<file path="src/rtl/ssp_pkg.sv">
// constants, register map and state carrier for the slave-select serial port
// assumes a 32-bit apb slave with one aligned word per 8- or 16-bit register
package ssp_pkg;

	localparam logic [7:0]  ADDR_MODE  = 8'h00;
	localparam logic [7:0]  ADDR_C0    = 8'h04;
	localparam logic [7:0]  ADDR_C1    = 8'h08;
	localparam logic [7:0]  ADDR_SMR   = 8'h0c;
	localparam logic [7:0]  ADDR_SMR2  = 8'h10;
	localparam logic [7:0]  ADDR_SMR3  = 8'h14;
	localparam logic [7:0]  ADDR_SMR4  = 8'h18;
	localparam logic [7:0]  ADDR_BRG   = 8'h1c;
	localparam logic [7:0]  ADDR_IFS   = 8'h20;
	localparam logic [7:0]  ADDR_TB    = 8'h24;
	localparam logic [7:0]  ADDR_RB    = 8'h28;

	// mode register fields
	localparam int          MODE_CKSRC = 3;
	localparam logic [2:0]  SMODE_OFF  = 3'h0;
	localparam logic [2:0]  SMODE_SYNC = 3'h1;
	// control0 fields
	localparam int          C0_TX_SHIFT_EMPTY_FLAG   = 3;
	localparam int          C0_CLOCK_POLARITY_SEL   = 6;
	localparam int          C0_BIT_ORDER_SEL   = 7;
	// control1 fields
	localparam int          C1_TE      = 0;
	localparam int          C1_TI      = 1;
	localparam int          C1_RE      = 2;
	localparam int          C1_RI      = 3;
	localparam int          C1_IRS     = 4;
	localparam int          C1_RRM     = 5;
	// special mode3 fields
	localparam int          S3_SSE     = 0;
	localparam int          S3_CLOCK_PHASE_SEL    = 1;
	localparam int          S3_ROLE_SEL    = 2;
	localparam int          S3_ERR     = 4;
	// receive buffer overrun bit
	localparam int          RB_OER     = 12;

	localparam logic [7:0]  RST_MODE   = 8'h00;
	localparam logic [7:0]  RST_C0     = 8'h08;
	localparam logic [7:0]  RST_C1     = 8'h02;
	localparam logic [7:0]  RST_BYTE   = 8'h00;
	localparam logic [15:0] RST_RB     = 16'h0000;

	// count source prescale terminal counts, in system clocks; then frame edge and bit counts
	localparam logic [4:0]  DIV_F8     = 5'h07;
	localparam logic [4:0]  DIV_F2N    = 5'h1f;
	localparam logic [4:0]  EDGES_BYTE = 5'h10;
	localparam logic [3:0]  OVR_BITS   = 4'h7;
	localparam logic [3:0]  BYTE_BITS  = 4'h8;

	typedef struct packed {
		logic sclk;
		logic sclk_oe;
		logic mdo;
		logic mdo_oe;
		logic sdo;
		logic sdo_oe;
	} ssp_pins_s;

	typedef struct packed {
		logic [7:0]  mode;
		logic [7:0]  c0;
		logic [7:0]  c1;
		logic [7:0]  smr;
		logic [7:0]  smr2;
		logic [7:0]  smr3;
		logic [7:0]  smr4;
		logic [7:0]  brg;
		logic [7:0]  ifs;
		logic [7:0]  tb;
		logic [15:0] rb;
		logic [4:0]  pre_cnt;
		logic [7:0]  brg_cnt;
		logic        brg_fresh;
		logic        active;
		logic        rx_on;
		logic        ovr_frame;
		logic [4:0]  edges;
		logic [3:0]  rx_bits;
		logic [7:0]  tx_sh;
		logic [7:0]  rx_sh;
		logic        sclk_lvl;
		logic        dout;
		logic [2:0]  sync_clk;
		logic [2:0]  sync_ss;
		logic [2:0]  sync_din;
		logic        clk_st;
		logic        ss_st;
		logic        din_st;
		logic        tx_irq;
		logic        rx_irq;
	} ssp_state_s;

endpackage

</file>
<file path="src/rtl/ssp_port.sv">
// slave-select synchronous serial port with apb register access
// assumes pins arrive asynchronous to clk_sys_i; bench resolves wires from enables
// Function
// - overrun leaves buffer undefined and raises no receive request
// - shift lsb first or msb first per bit order select
// - continuous receive: each buffer read starts the next reception
// - transmit request source is selectable
// - select enable makes the handshake pin the active-low select input
// - role select 0 is master, 1 is slave
// - slave deselected floats data output and ignores clock
// - slave selected accepts clock and drives data output
// - master with select high runs and drives the clock
// - master with select low floats pins and sets mode fault
// - mode fault keeps transfer running; mode 000b halts it
// - phase and polarity choose one of four clocking schemes
// - slave phase 0: output undefined until clocking starts
// - slave phase 1: first bit shown as soon as select falls
// - divisor written 00h wraps counter to ffh, 256 extra counts
// - readable flags: shift empty, buffer empty, rx complete, fault, overrun
// - receive enable allows reception; transmit enable allows the exchange
// - internal clock is count source over 2(m+1)
// - overrun when seventh bit arrives while previous byte unread
// - tx request on buffer load or shift done; rx request on buffer fill
`timescale 1ns/1ps
module ssp_port (
	input  wire logic           clk_sys_i,
	input  wire logic           rst_i,
	input  wire logic           psel_i,
	input  wire logic           penable_i,
	input  wire logic           pwrite_i,
	input  wire logic [7:0]     paddr_i,
	input  wire logic [31:0]    pwdata_i,
	output logic      [31:0]    prdata_o,
	output logic                pready_o,
	output logic                pslverr_o,
	input  wire logic           transfer_clock_pin_i,
	input  wire logic           slave_select_n_i,
	input  wire logic           data_in_i,
	output ssp_pkg::ssp_pins_s  pins_o,
	output logic                tx_irq_o,
	output logic                rx_irq_o
);
	import ssp_pkg::*;

	ssp_state_s s_q;
	ssp_state_s s_d;

	logic enabled;
	logic master;
	logic pha;
	logic pol;
	logic lsb_first;
	logic cnt_tick;
	logic half_tick;
	logic edge_ev;
	logic start;
	logic acc;
	logic wr;
	logic rd_rb;
	logic mapped;

	function automatic logic [7:0] shift_tx(input logic [7:0] v, input logic lsb);
		shift_tx = lsb ? {1'b0, v[7:1]} : {v[6:0], 1'b0};
	endfunction

	function automatic logic [7:0] shift_rx(input logic [7:0] v, input logic b,
		input logic lsb);
		shift_rx = lsb ? {b, v[7:1]} : {v[6:0], b};
	endfunction

	function automatic logic out_bit(input logic [7:0] v, input logic lsb);
		out_bit = lsb ? v[0] : v[7];
	endfunction

	assign enabled   = (s_q.mode[2:0] == SMODE_SYNC) && s_q.smr3[S3_SSE];
	assign master    = !s_q.smr3[S3_ROLE_SEL];
	assign pha       = s_q.smr3[S3_CLOCK_PHASE_SEL];
	assign pol       = s_q.c0[C0_CLOCK_POLARITY_SEL];
	assign lsb_first = !s_q.c0[C0_BIT_ORDER_SEL];
	assign acc       = psel_i && penable_i;
	assign wr        = acc && pwrite_i;
	assign rd_rb     = acc && !pwrite_i && (paddr_i == ADDR_RB);
	assign mapped    = (paddr_i <= ADDR_RB) && (paddr_i[1:0] == 2'h0);

	// count source: f1, f8 or f2n prescale
	always_comb begin
		case (s_q.c0[1:0])
			2'h1: cnt_tick = (s_q.pre_cnt[2:0] == DIV_F8[2:0]);
			2'h2: cnt_tick = (s_q.pre_cnt == DIV_F2N);
			default: cnt_tick = 1'b1;
		endcase
	end

	// divisor underflow gives one half period of the internal clock
	assign half_tick = cnt_tick && !s_q.brg_fresh && (s_q.brg_cnt == 8'h00);

	// one transfer clock edge, internal or external
	always_comb begin
		if (master) begin
			edge_ev = s_q.active && half_tick;
		end else begin
			// stable level change counts only while selected
			edge_ev = s_q.active && !s_q.ss_st && (s_q.sync_clk[1] == s_q.sync_clk[2])
				&& (s_q.sync_clk[2] != s_q.clk_st);
		end
	end

	assign start = enabled && !s_q.active && s_q.c1[C1_TE] && !s_q.c1[C1_TI]
		&& (master ? s_q.ss_st : !s_q.ss_st);

	always_comb begin
		s_d = s_q;
		s_d.tx_irq = 1'b0;
		s_d.rx_irq = 1'b0;
		s_d.sync_clk = {s_q.sync_clk[1:0], transfer_clock_pin_i};
		s_d.sync_ss  = {s_q.sync_ss[1:0], slave_select_n_i};
		s_d.sync_din = {s_q.sync_din[1:0], data_in_i};
		if (s_q.sync_clk[1] == s_q.sync_clk[2]) begin
			s_d.clk_st = s_q.sync_clk[2];
		end
		if (s_q.sync_ss[1] == s_q.sync_ss[2]) begin
			s_d.ss_st = s_q.sync_ss[2];
		end
		if (s_q.sync_din[1] == s_q.sync_din[2]) begin
			s_d.din_st = s_q.sync_din[2];
		end

		s_d.pre_cnt = cnt_tick ? 5'h00 : s_q.pre_cnt + 5'h01;
		if (cnt_tick) begin
			if (s_q.brg_fresh) begin
				// first count after a write decrements, so 00h wraps to ffh
				s_d.brg_cnt   = s_q.brg_cnt - 8'h01;
				s_d.brg_fresh = 1'b0;
			end else if (s_q.brg_cnt == 8'h00) begin
				s_d.brg_cnt = s_q.brg;
			end else begin
				s_d.brg_cnt = s_q.brg_cnt - 8'h01;
			end
		end

		if (!s_q.active) begin
			s_d.sclk_lvl = !pol;
		end

		if (start) begin
			s_d.active    = 1'b1;
			s_d.rx_on     = s_q.c1[C1_RE];
			s_d.edges     = 5'h00;
			s_d.rx_bits   = 4'h0;
			s_d.ovr_frame = 1'b0;
			s_d.c1[C1_TI] = 1'b1;
			s_d.c0[C0_TX_SHIFT_EMPTY_FLAG] = 1'b0;
			s_d.tx_irq    = !s_q.c1[C1_IRS];
			s_d.tx_sh     = s_q.tb;
			if (pha) begin
				// delayed phase: first bit out before any edge
				s_d.dout  = out_bit(s_q.tb, lsb_first);
				s_d.tx_sh = shift_tx(s_q.tb, lsb_first);
			end
		end else if (edge_ev) begin
			s_d.edges    = s_q.edges + 5'h01;
			s_d.sclk_lvl = !s_q.sclk_lvl;
			if (s_q.edges[0] == pha) begin
				// phase 0 leading edge and phase 1 trailing edge shift out
				s_d.dout  = out_bit(s_q.tx_sh, lsb_first);
				s_d.tx_sh = shift_tx(s_q.tx_sh, lsb_first);
			end else begin
				s_d.rx_sh   = shift_rx(s_q.rx_sh, s_q.din_st, lsb_first);
				s_d.rx_bits = s_q.rx_bits + 4'h1;
				if (s_q.rx_on && (s_q.rx_bits + 4'h1 == OVR_BITS) && s_q.c1[C1_RI]) begin
					s_d.ovr_frame  = 1'b1;
					s_d.rb[RB_OER] = 1'b1;
				end
				if (s_q.rx_on && (s_q.rx_bits + 4'h1 == BYTE_BITS)) begin
					s_d.rb[7:0] = shift_rx(s_q.rx_sh, s_q.din_st, lsb_first);
					s_d.c1[C1_RI] = 1'b1;
					// after an overrun the buffer holds junk and no request goes out
					s_d.rx_irq = !s_q.ovr_frame && !s_d.ovr_frame;
				end
			end
			if (s_q.edges + 5'h01 == EDGES_BYTE) begin
				s_d.active = 1'b0;
				s_d.c0[C0_TX_SHIFT_EMPTY_FLAG] = 1'b1;
				s_d.tx_irq = s_q.c1[C1_IRS];
			end
		end

		// mode fault is sticky; the running transfer keeps going
		if (wr && (paddr_i == ADDR_SMR3)) begin
			s_d.smr3 = {pwdata_i[7:5], pwdata_i[S3_ERR] & s_q.smr3[S3_ERR], pwdata_i[3:0]};
		end
		if (enabled && master && !s_q.ss_st) begin
			s_d.smr3[S3_ERR] = 1'b1;
		end

		if (wr) begin
			case (paddr_i)
				ADDR_MODE: s_d.mode = pwdata_i[7:0];
				ADDR_C0: begin
					s_d.c0 = {pwdata_i[7:4], s_d.c0[C0_TX_SHIFT_EMPTY_FLAG], pwdata_i[2:0]};
				end
				ADDR_C1: begin
					s_d.c1 = {pwdata_i[7:4], s_d.c1[C1_RI], pwdata_i[2], s_d.c1[C1_TI],
						pwdata_i[0]};
				end
				ADDR_SMR:  s_d.smr  = pwdata_i[7:0];
				ADDR_SMR2: s_d.smr2 = pwdata_i[7:0];
				ADDR_SMR4: s_d.smr4 = pwdata_i[7:0];
				ADDR_IFS:  s_d.ifs  = pwdata_i[7:0];
				ADDR_BRG: begin
					s_d.brg       = pwdata_i[7:0];
					s_d.brg_cnt   = pwdata_i[7:0];
					s_d.brg_fresh = 1'b1;
				end
				ADDR_TB: begin
					s_d.tb        = pwdata_i[7:0];
					s_d.c1[C1_TI] = 1'b0;
				end
				default: begin
				end
			endcase
		end

		if (rd_rb) begin
			// a fill in the same cycle keeps the flag set
			s_d.c1[C1_RI] = s_d.rx_irq | (s_q.active && s_d.c1[C1_RI] && !s_q.c1[C1_RI]);
			if (s_q.c1[C1_RRM] && s_q.c1[C1_TI]) begin
				// continuous receive: the read re-arms the exchange with the old byte
				s_d.c1[C1_TI] = 1'b0;
			end
		end
		if (!s_q.c1[C1_RE] && !s_d.ovr_frame) begin
			s_d.rb[RB_OER] = 1'b0;
		end

		if (!enabled) begin
			// any mode other than 001b, or a cleared select enable, halts a transfer
			s_d.active = 1'b0;
			s_d.c0[C0_TX_SHIFT_EMPTY_FLAG] = 1'b1;
		end
	end

	always_ff @(posedge clk_sys_i or posedge rst_i) begin
		if (rst_i) begin
			s_q <= '0;
			s_q.mode     <= RST_MODE;
			s_q.c0       <= RST_C0;
			s_q.c1       <= RST_C1;
			s_q.smr      <= RST_BYTE;
			s_q.rb       <= RST_RB;
			s_q.sync_clk <= 3'h7;
			s_q.sync_ss  <= 3'h7;
			s_q.clk_st   <= 1'b1;
			s_q.ss_st    <= 1'b1;
			s_q.sclk_lvl <= 1'b1;
		end else begin
			s_q <= s_d;
		end
	end

	// bus answer: zero wait, error on unmapped or misaligned address
	assign pready_o  = 1'b1;
	assign pslverr_o = acc && !mapped;
	always_comb begin
		prdata_o = 32'h0000_0000;
		case (paddr_i)
			ADDR_MODE: prdata_o[7:0]  = s_q.mode;
			ADDR_C0:   prdata_o[7:0]  = s_q.c0;
			ADDR_C1:   prdata_o[7:0]  = s_q.c1;
			ADDR_SMR:  prdata_o[7:0]  = s_q.smr;
			ADDR_SMR2: prdata_o[7:0]  = s_q.smr2;
			ADDR_SMR3: prdata_o[7:0]  = s_q.smr3;
			ADDR_SMR4: prdata_o[7:0]  = s_q.smr4;
			ADDR_BRG:  prdata_o[7:0]  = s_q.brg;
			ADDR_IFS:  prdata_o[7:0]  = s_q.ifs;
			ADDR_RB:   prdata_o[15:0] = s_q.rb;
			default:   prdata_o = 32'h0000_0000;
		endcase
	end

	always_comb begin
		pins_o.sclk    = s_q.sclk_lvl;
		pins_o.sclk_oe = enabled && master && s_q.ss_st;
		pins_o.mdo     = s_q.dout;
		pins_o.mdo_oe  = enabled && master && s_q.ss_st;
		pins_o.sdo     = s_q.dout;
		pins_o.sdo_oe  = enabled && !master && !s_q.ss_st;
	end
	assign tx_irq_o = s_q.tx_irq;
	assign rx_irq_o = s_q.rx_irq;
endmodule

</file>
<file path="config.mk">
export PLATFORM = sky130hd
export DESIGN_NAME = ssp_port
export DESIGN_NICKNAME = d
export VERILOG_FILES = /design/src/rtl/ssp_pkg.sv /design/src/rtl/ssp_port.sv
export SDC_FILE = /design/constraint.sdc
export NUM_CORES = 1
export LEC_CHECK = 0
export BUFFER_PORTS_ARGS = -buffer_cell sky130_fd_sc_hd__buf_2
export CAP_MARGIN = 20
export CORE_MARGIN = 2
export CORE_UTILIZATION = 45
export DETAILED_ROUTE_END_ITERATION = 12
export PLACE_DENSITY = 0.72
export REMOVE_ABC_BUFFERS = 1
export SYNTH_ARGS = -nofsm -noshare
export SYNTH_HDL_FRONTEND = slang
export SYNTH_SLANG_ARGS = --single-unit
</file>
<file path="constraint.sdc">
create_clock -name clk_sys_i -period 4.1 [get_ports clk_sys_i]
set_input_delay 0.205 -clock clk_sys_i [delete_from_list [all_inputs] [get_ports clk_sys_i]]
set_output_delay 0.205 -clock clk_sys_i [all_outputs]
set_load 0.02 [all_outputs]
</file>
# Yosys cells after proc, flatten, opt, wreduce, memory -nomap -nowiden
# Cells that the tools add are included.
# Widths: inputs -> output; s select.
[totals] in_bits=48 word_cells=209 register_bits=147 out_inout_bits=42
[op_classes] n_eq_ne=29 n_addsub=4 n_reduce_logical=70 bitwise_logic=4 order_cmp=1 muxes=66
[op_table] operator="$mux 8" n=10
[op_table] operator="$pmux 8 s10" n=1
[op_table] operator="$mux 1" n=43
[op_table] operator="$mux 18" n=2
[op_table] operator="$eq 8x5->1 const B" n=4
[op_table] operator="$logic_and 1x1->1" n=31
[op_table] operator="$mux 28" n=1
[op_table] operator="$mux 9" n=3
[op_table] operator="$eq 8x6->1 const B" n=3
[op_table] operator="$reduce_and 2->1" n=12
[op_table] operator="$eq 8x4->1 const B" n=2
[op_table] operator="$logic_not 8->1" n=2
[op_table] operator="$logic_not 1->1" n=15
[op_table] operator="$mux 5" n=3
[op_table] operator="$add 5x1->5 const B" n=2
[op_table] operator="$eq 5x5->1 const B" n=2
[op_table] operator="$reduce_bool 2->1" n=5
[op_table] operator="$eq 8x3->1 const B" n=1
[op_table] operator="$le 8x6->1 const B" n=1
[op_table] operator="$reduce_and 4->1" n=2
[op_table] operator="$sub 8x1->8 const B" n=1
[op_table] operator="$ne 3x1->1 const B" n=2
[op_table] operator="$reduce_and 3->1" n=2
[op_table] operator="$add 4x1->4 const B" n=1
[op_table] operator="17 further kinds" n=23

# Depth between registers and ports, before layout
# Gate-level depths: netlist (run 1).
[logic_depth] ltp_word=16 depth_mapped=9

# Worst setup path after synthesis (run 1)
# No wires, ideal clock.
[synth_path] kind="register to register" startpoint="reg s_q[53] (netlist name)" endpoint="reg s_q[38] (netlist name)" arrival_time_ns=2.286 path_stages_with_launch=9 setup_time_ns=0.079 path_slack_ns=1.734 period_less_slack_ns=2.366 cell_sequence="dfrtp_1 ha_1 and3_1 ha_1 a221oi_1 nor4_4 a21oi_1 mux2_2 mux2i_1"
[synth_via] elab_chain_cells=7 word_cells_on_any_way=8
[synth_rtl] element="from (decl)" line="ssp_port.sv:45" text="ssp_state_s s_q;"
[synth_rtl] element="$eq 5x5->1 / $eq 3x3->1 (equally long branches)" line="ssp_port.sv:89, ssp_port.sv:88"
[synth_rtl] element="$pmux 1 s2 *" line="ssp_port.sv:87" text="case (s_q.c0[1:0])"
[synth_rtl] element="$logic_and 1x1->1 * (2 in a row)" line="ssp_port.sv:95" text="assign half_tick = cnt_tick && !s_q.brg_fresh && (s_q.brg_cnt == 8'h00);"
[synth_rtl] element="$logic_and 1x1->1 *" line="ssp_port.sv:100" text="edge_ev = s_q.active && half_tick;"
[synth_rtl] element="$mux 1 *" line="ssp_port.sv:99" text="if (master) begin"
[synth_rtl] element="$reduce_bool 2->1 (no source line) *"
# Every way passes the cells marked *; elsewhere a longest branch is shown, timed or not.
# A chain may end at the register's enable or synchronous reset.

# Worst setup path after layout (run 1)
[layout_path] startpoint="reg s_q[53] (netlist name)" endpoint="reg s_q (netlist bit pins_o[1])"
[layout_via] elab_chain_cells=8 word_cells_on_any_way=9
[layout_rtl] element="$eq 5x5->1 / $eq 3x3->1 (equally long branches)" line="ssp_port.sv:89, ssp_port.sv:88"
[layout_rtl] element="$pmux 1 s2 *" line="ssp_port.sv:87"
[layout_rtl] element="$logic_and 1x1->1 * (2 in a row)" line="ssp_port.sv:95"
[layout_rtl] element="$logic_and 1x1->1 *" line="ssp_port.sv:100"
[layout_rtl] element="$mux 1 *" line="ssp_port.sv:99"
[layout_rtl] element="$reduce_bool 2->1 (no source line) *"
[layout_rtl] element="$reduce_and 3->1 (no source line) *"
# Marks and branches as above.

==> impl_results.md, run 1 <==
- WP data required: 4.40 ns
- Clock sink count: 147
- Design area: 0.008617 sq mm
- Gr usage total: 21.15%
- Endpoint class of the critical path: register
- Deepest clock path buffer count: 2
- Highest routed layer: met4
- Type of origin of the critical path: register
- Critical path class: reg2reg
- Site row count: 47
- Average cell area after synthesis: 10.98 sq um
- Layout area overhead: 11.77%
- Die Area: 0.01820 sq mm
- Die Ht: 134.9 um
- Number of buffers created by CTS: 17
- Max Cap Viol: 0
- GRT Residual Overflow: 0
- Diodes inserted: 0
- EDFF count, synth: 0
- First-pass GRT wire length: 29.61 mm
- Routed wire length per instance: 18.92 um
- Antenna Nets Post-Route: 0
- Vias in the first global route: 5475
- HP Class: in2reg
- Status: finished, final reports clean
- Clk Latency, worst-skew pair: 0.43 ns
- Synthesized cell area: 0.007710 sq mm
- Worst EP arrival: 3.51 ns
- Worst Tran Pin Value: 1.051 ns
- RSZ-0062 raised after global routing: false
- Count of final setup violators: 0
- Detailed-route via count: 5499
- CTS clock-pin slew for the worst setup and hold paths: 0.06 ns
- Most common flop cell mapped by yosys: dfrtp_1
- Final Max Tran Viols: 0
- Worst Path Max Fanout: 16
- Port Buffers: 41
- M1 wire length: 8.249 mm
- Final wirelength: 18.19 mm
- I/O pin cnt: 90
- CTS tree: yes
- Clk_skew: 0.009236 ns
- LEAKAGE: 0.003918 uW
- #FFs+latches synth: 147
- Count of yosys warnings during synthesis: 0
- Via/cell ratio: 5.722
- Hold_ws: 0.1347 ns
- # nets final: 788
- Seq/Total Area, Yosys: 47.89%
- Tcrit/Tclk final: 78.19%
- Postcts setup bufs: 0
- Dpl ws: 0.9816 ns
- Final HPWL DP: 12.34 mm
- Final min period: 3.206 ns
- Share of cells above drive strength 1: 26.99%
- Initial antenna violation count: 0
- Mapped Cells: 702
- Fmax: 311.9 MHz
- Rel. slew slack: 29.78%
- Gpl congestion: 0.9327
- Total core area: 0.01664 sq mm
- VDD IR-drop max: 0.0002865 V
- Met2 wire len: 8.369 mm
- Post-cts sizing count: 0
- DR DRC count: 0
- Iter 0 DRT Violations: 427
- Distinct cells, synth: 72
- Met3 wire length: 1.167 mm
- Setup ws final: 0.8941 ns
- DIE WIDTH: 134.9 um
- Initial Util: 46.33%
- Final TNS setup: 0 ns
- H-tree Lvls: 4
- Clock root buffer: clkbuf_16
- Largest net degree at the start of global routing: 81
- Placed inst area: 0.007961 sq mm
- Total power: 3523 uW
- Hold Violations, Final: 0
- Hold-fix buffers, CTS: 4
- Number of detailed-route iterations in the first pass: 5
- Asr flop ratio synth: 100.0%
- Pwr Density: 408.8 mW/mm^2
flip-flops by register name, indices dropped and copies added (netlist names):
name      flops
pol           1
tx_irq_o      1
s_q         135
s_d           6
pha           1
rx_irq_o      1
pins_o        2
per-layer routing:
metal  global-route usage (%)  vias to the layer above
met5                        0                        -
met4                    7.661                        0
met3                    4.767                       30
met2                    32.77                      203
met1                    29.25                     2731
li1                         -                     2535
Yosys cell counts (all sizes together) (13+ instances only):
library cell  number  area, sq um
buf               40        267.8
dfrtp            136         3403
a22oi             13        102.6
inv               18        67.56
nand2             67        251.5
mux2              84        945.9
nor2              33        158.9
mux2i             39        390.4
nand3             13        65.06
a21oi             20        103.9
nor3              21        146.4
clkbuf            27        101.4
o21ai             31        155.1
placed cells by master, fill, tap and decap left out, types with 9 or more instances in the layout:
master	n
o21ai_0	30
nand2_1	67
a22oi_1	12
mux2i_1	39
nand3_1	13
dfstp_2	11
inv_1	17
or3_1	9
mux2_2	84
conb_1	24
nor2_1	27
a21oi_1	19
clkbuf_16	17
ha_1	12
buf_2	41
dfrtp_1	136
nor3_1	14
power breakdown:
part           internal [uW]  switching [uW]
Combinational            123             201
Clock                    984             640
Sequential              1510            60.2
Total                   2620             900
logic make-up after synthesis:
| family | count (synthesis) | share of synthesized area (%) |
|---|---|---|
| adders and majority gates | 15 | 2.337 |
| buffers and inverters | 85 | 5.664 |
| other | 2 | 0.09741 |
| muxes | 127 | 18.50 |
| AOI/OAI and AO/OA | 127 | 11.25 |
| and+or+nand+nor | 193 | 13.58 |
| DFF | 147 | 47.89 |
| xor gates and xnor gates | 6 | 0.6816 |
layout make-up:
type	instances	area [sq um]
clock buffer	19	442.9
inverter	18	72.57
multi-input combinational	492	3664
tap	220	275.3
fill	1418	8025
timing repair buffer	52	297.8
clock inverter	13	172.7
sequential	147	3692
final timing paths:
kind | slack [ns] | end | cells after the start | start
hold / removal | 0.13 | s_q[92] | 3 | pwdata_i[2]
setup / recovery | 0.89 | pins_o[1] | 8 | s_q[53]
setup reg to reg | 0.89 | pins_o[1] | 8 | s_q[53]
hold reg to reg | 0.36 | s_d[13] | 0 | s_d[12]
max in group asynchronous | 2.65 | s_q[10] | 4 | rst_i
min in group asynchronous | 0.45 | s_q[150] | 3 | rst_i
worst max-delay path: stages (launching register included):
cell	delay, ns
dfrtp_1	0.40
ha_1	0.23
and3_1	0.19
ha_1	0.20
a221oi_1	0.77
nor4_4	0.10
a211oi_2	0.89
nor2_1	0.12
o32a_1	0.20
metrics by stage:
step	util [%]	instances
3_5_place_dp	47.84	925
6_report	51.78	961
5_1_grt	51.78	961
2_1_floorplan	-	657
3_3_place_gp	47.84	925
4_1_cts	51.78	961
No activity file was read; power rests on OpenSTA's default activity.
==> inputs of run 2 (changes only) <==
==> constraint.sdc (replaced) <==
create_clock -name clk_sys_i -period 2.7 [get_ports clk_sys_i]
set_input_delay 0.135 -clock clk_sys_i [delete_from_list [all_inputs] [get_ports clk_sys_i]]
set_output_delay 0.135 -clock clk_sys_i [all_outputs]
set_load 0.02 [all_outputs]
==> impl_results.md, run 2 (synthesis results as in run 1) <==
- Status: finished, final reports clean
- Initial antenna violation count: 0
- Final Instance Count excl. Fillers: 978
- Pwr Density: 595.9 mW/mm^2
- Final HPWL DP: 12.67 mm
- Clock root buffer: clkbuf_16
- Final wirelength: 18.45 mm
- Gpl congestion: 0.9470
- Worst Tran Pin Value: 0.6386 ns
- Dpl ws: 0.2086 ns
- Most flops, register: s_q
- Final min period: 2.482 ns
- Number of detailed-route iterations in the first pass: 5
- Largest register FFs: 135
- Fmax: 402.9 MHz
- Iter 0 DRT Violations: 419
- LEAKAGE: 0.003983 uW
- DR DRC count: 0
- Routed wire length per instance: 18.87 um
- Share of cells above drive strength 1: 28.50%
- Total core area: 0.01664 sq mm
- Hold_ws: 0.07596 ns
- Tcrit/Tclk final: 91.93%
- Layout area overhead: 13.05%
- First-pass GRT wire length: 29.50 mm
- Worst EP arrival: 2.81 ns
- Commonest non-fill, non-tap cell in the layout: dfrtp_1
- Total power: 5194 uW
- Gr usage total: 21.20%
- Clk Latency, worst-skew pair: 0.43 ns
- # nets final: 805
- Setup ws final: 0.2180 ns
- H-tree Lvls: 4
- Vias in the first global route: 5262
- Die Area: 0.01820 sq mm
- Number of buffers created by CTS: 17
- Site row count: 47
- Clock sink count: 147
- Via/cell ratio: 5.683
- I/O pin cnt: 90
- Max Cap Viol: 0
- Deepest clock path buffer count: 2
- Clk_skew: 0.01262 ns
- Largest net degree at the start of global routing: 70
- Diodes inserted: 0
- Count of final setup violators: 0
- Final Max Tran Viols: 0
- Placed Cells incl. Taps: 942
- Die Ht: 134.9 um
- Antenna Nets Post-Route: 0
- CTS tree: yes
- Worst Path Max Fanout: 8
- WP data required: 3.03 ns
- HP Class: in2reg
- GRT Residual Overflow: 0
- RSZ-0062 raised after global routing: false
- Port Buffers: 41
- Endpoint class of the critical path: register
- Detailed-route via count: 5558
- Hold Violations, Final: 0
- VDD IR-drop max: 0.0004554 V
- Type of origin of the critical path: register
- Initial Util: 46.33%
- Commonest non-fill, non-tap cells in the layout: 136 x dfrtp_1, 84 x mux2_2, 67 x nand2_1
- DIE WIDTH: 134.9 um
- Rel. slew slack: 56.83%
- Postcts setup bufs: 0
- CTS clock-pin slew for the worst setup and hold paths: 0.06 ns
- Critical path class: reg2reg
-- run 2: worst paths after layout --
kind | from | to | slack, ns | cells after the start
worst min register to register | s_d[6] | s_d[7] | 0.35 | 0
worst min-delay path | pwdata_i[3] | s_q[93] | 0.08 | 3
worst max-delay path | s_q[45] | s_q[25] | 0.22 | 7
worst max register to register | s_q[45] | s_q[25] | 0.22 | 7
max in group asynchronous | rst_i | s_d[9] | 1.53 | 4
min in group asynchronous | rst_i | s_q[150] | 0.36 | 3
-- run 2: area by class of cell --
| cell class | count | area (sq um) |
|---|---|---|
| multi-input cells | 492 | 3664 |
| inverters | 18 | 72.57 |
| clock inverters | 12 | 123.9 |
| repair buffers | 69 | 441.7 |
| well taps | 220 | 275.3 |
| flip-flops and latches | 147 | 3692 |
| fillers | 1438 | 7926 |
| clock buffers | 20 | 446.7 |
-- run 2: through the flow --
| step | util (%) | instance area (sq um) | setup TNS, ns |
|---|---|---|---|
| 2_1_floorplan | - | 7423 | -199.89 |
| 5_1_grt | 52.37 | 8716 | 0 |
| 6_report | 52.37 | 8716 | 0 |
| 3_3_place_gp | 48.68 | 8102 | 0 |
| 3_5_place_dp | 48.68 | 8102 | 0 |
| 4_1_cts | 52.35 | 8712 | 0 |
-- run 2: layer usage --
metal  track usage [%]  wire [um]
met1             30.35       8637
met4             5.965        333
met2             31.90       8334
met5                 0          0
met3             5.556       1149
-- run 2: report_power, final --
| part | total [uW] | internal, uW | switching [uW] |
|---|---|---|---|
| clock network | 2300 | 1310 | 986 |
| registers | 2390 | 2300 | 89.1 |
| logic | 508 | 196 | 312 |
| total | 5190 | 3810 | 1390 |
-- run 2: what timing repair did --
action / CTS / global route
gates resized for setup: 0 / 1
hold buffers: 4 / 0
endpoints found under the hold margin: 69 / 0
setup endpoints to repair: 0 / 1
-- run 2: critical path, stage by stage (launching register included) --
cell and delay (ns):
dfrtp_1 0.41, inv_1 0.10, ha_1 0.14, or4b_1 0.59, or2_0 0.47, nor3_4 0.36, a21oi_1 0.12, o221ai_1 0.21
==> inputs of run 3 (changes only) <==
--- a/config.mk
+++ b/config.mk
@@ -10,7 +10,7 @@
 export CORE_MARGIN = 2
 export CORE_UTILIZATION = 45
 export DETAILED_ROUTE_END_ITERATION = 12
-export PLACE_DENSITY = 0.72
+export PLACE_DENSITY = 0.69
 export REMOVE_ABC_BUFFERS = 1
 export SYNTH_ARGS = -nofsm -noshare
 export SYNTH_HDL_FRONTEND = slang
==> constraint.sdc (replaced) <==
create_clock -name clk_sys_i -period 2.8 [get_ports clk_sys_i]
set_input_delay 0.28 -clock clk_sys_i [delete_from_list [all_inputs] [get_ports clk_sys_i]]
set_output_delay 0.28 -clock clk_sys_i [all_outputs]
set_load 0.02 [all_outputs]
==> impl_results.md, run 3 (synthesis results as in run 1) <==
- Most flops, register: s_q
- Clk Latency, worst-skew pair: 0.43 ns
- Die Ht: 134.9 um
- Fmax: 395.0 MHz
- CTS tree: yes
- VDD IR-drop max: 0.0005105 V
- LEAKAGE: 0.003979 uW
- Total core area: 0.01664 sq mm
- Tcrit/Tclk final: 90.41%
- Count of final setup violators: 0
- Number of buffers created by CTS: 17
- DIE WIDTH: 134.9 um
- Worst Path Max Fanout: 8
- Startpoint of the worst hold path: pwdata_i[3]
- Commonest non-fill, non-tap cell in the layout: dfrtp_1
- Initial antenna violation count: 0
- Hold EP: s_q[93]
- R2R depth: 7
- Largest register FFs: 135
- Worst Tran Pin Value: 0.6524 ns
- Number of detailed-route iterations in the first pass: 5
- Final min period: 2.531 ns
- Port Buffers: 41
- Rel. slew slack: 55.89%
- Commonest non-fill, non-tap cells in the layout: 136 x dfrtp_1, 84 x mux2_2, 67 x nand2_1
- Final Max Tran Viols: 0
- WHS Path Cells: 3
- GRT Residual Overflow: 0
- H-tree Lvls: 4
- HP Class: in2reg
- FF-to-FF Start: s_q[45]
- Hold_ws: 0.2266 ns
- Pwr Density: 598.4 mW/mm^2
- Gpl congestion: 0.9316
- Site row count: 47
- Via/cell ratio: 5.794
- Routed wire length per instance: 19.92 um
- Gr usage total: 22.97%
- Status: finished, final reports clean
- Max Cap Viol: 0
- RSZ-0062 raised after global routing: false
- # nets final: 799
- Largest net degree at the start of global routing: 62
- Detailed-route via count: 5632
- Die Area: 0.01820 sq mm
- Vias in the first global route: 5787
- Final HPWL DP: 13.28 mm
- Type of origin of the critical path: register
- Share of cells above drive strength 1: 28.19%
- Clock sink count: 147
- I/O pin cnt: 90
- Hold Violations, Final: 0
- Layout area overhead: 13.00%
- Final TNS setup: 0 ns
- Endpoint class of the critical path: register
- Clock root buffer: clkbuf_16
- Postcts setup bufs: 0
- First-pass GRT wire length: 32.04 mm
- Initial Util: 46.33%
- Antenna Nets Post-Route: 0
- WP data required: 3.13 ns
- DR DRC count: 0
- Worst EP arrival: 2.87 ns
- Deepest clock path buffer count: 2
- Clk_skew: 0.01317 ns
- Diodes inserted: 0
- R2r setup slk: 0.27 ns
- CTS clock-pin slew for the worst setup and hold paths: 0.06 ns
- Total power: 5214 uW
- Final wirelength: 19.37 mm
- Iter 0 DRT Violations: 549
- FF-to-FF End: s_q[28]
- Critical path class: reg2reg
==> run 3: cell count changes in the layout (fill, tap and decap cells not counted), moves of 2 or more <==
cell       previous run  this run
buf_4                22        17
inv_6                 3         7
clkinv_4              3         0
bufinv_16             1         3
clkbuf_1              2         0
==> run 3: worst max path at each step <==
stage | endpoint | slack [ns] | cells after the start | startpoint
after floorplan | pha | -1.41 | 1 | rst_i
after global placement | s_q[40] | 0.36 | 9 | s_q[53]
after detailed placement | s_q[28] | 0.29 | 7 | s_q[45]
after CTS | s_q[28] | 0.26 | 7 | s_q[45]
after global routing | s_q[58] | 0.10 | 8 | s_q[45]
final | s_q[28] | 0.27 | 7 | s_q[45]
==> run 3: per-stage QoR <==
step | instances | setup slack (ns) | instance area (sq um) | utilization [%]
after CTS | 972 | 0.2631 | 8712 | 52.35
after global routing | 972 | 0.1001 | 8712 | 52.35
final | 972 | 0.2686 | 8712 | 52.35
after detailed placement | 936 | 0.2873 | 8056 | 48.41
after floorplan | 657 | -1.413 | 7423 | -
after global placement | 936 | 0.3553 | 8056 | 48.41
==> run 3: routing by layer <==
| layer | up-vias | GRT usage (%) | share of wire (%) |
|---|---|---|---|
| met5 | - | 0 | 0 |
| met4 | 0 | 6.199 | 1.2 |
| met3 | 19 | 5.293 | 6.4 |
| met2 | 214 | 36.24 | 47 |
| met1 | 2839 | 32.01 | 46 |
| li1 | 2560 | - | - |
==> run 3: area by class of cell <==
cell class / count / area, sq um
Fill cell: 1428 / 7930
Sequential cell: 147 / 3692
Multi-Input combinational cell: 492 / 3664
Clock buffer: 17 / 425.4
Timing Repair Buffer: 63 / 392.9
Tap cell: 220 / 275.3
Clock inverter: 15 / 190.2
Inverter: 18 / 72.57
==> run 3: worst max-delay path, stage by stage (launching register included) <==
cell      delay, ns
dfrtp_1        0.42
inv_1          0.10
ha_1           0.18
or4b_1         0.61
or2_0          0.48
nor3_4         0.34
a21oi_1        0.11
o221ai_1       0.20
==> run 3: report_power, final <==
| part | total, uW | internal (uW) | leakage [uW] | switching [uW] |
|---|---|---|---|---|
| clock | 2400 | 1430 | 0.000299 | 977 |
| sequential | 2310 | 2220 | 0.00197 | 90.0 |
| combinational | 502 | 188 | 0.00171 | 314 |
| total | 5210 | 3830 | 0.00398 | 1380 |
==> run 3: repair_timing <==
action / 4_1_cts / 5_1_grt
resized for setup: 0 / 0
hold buffers: 4 / 0
endpoints found under the hold margin: 53 / 0
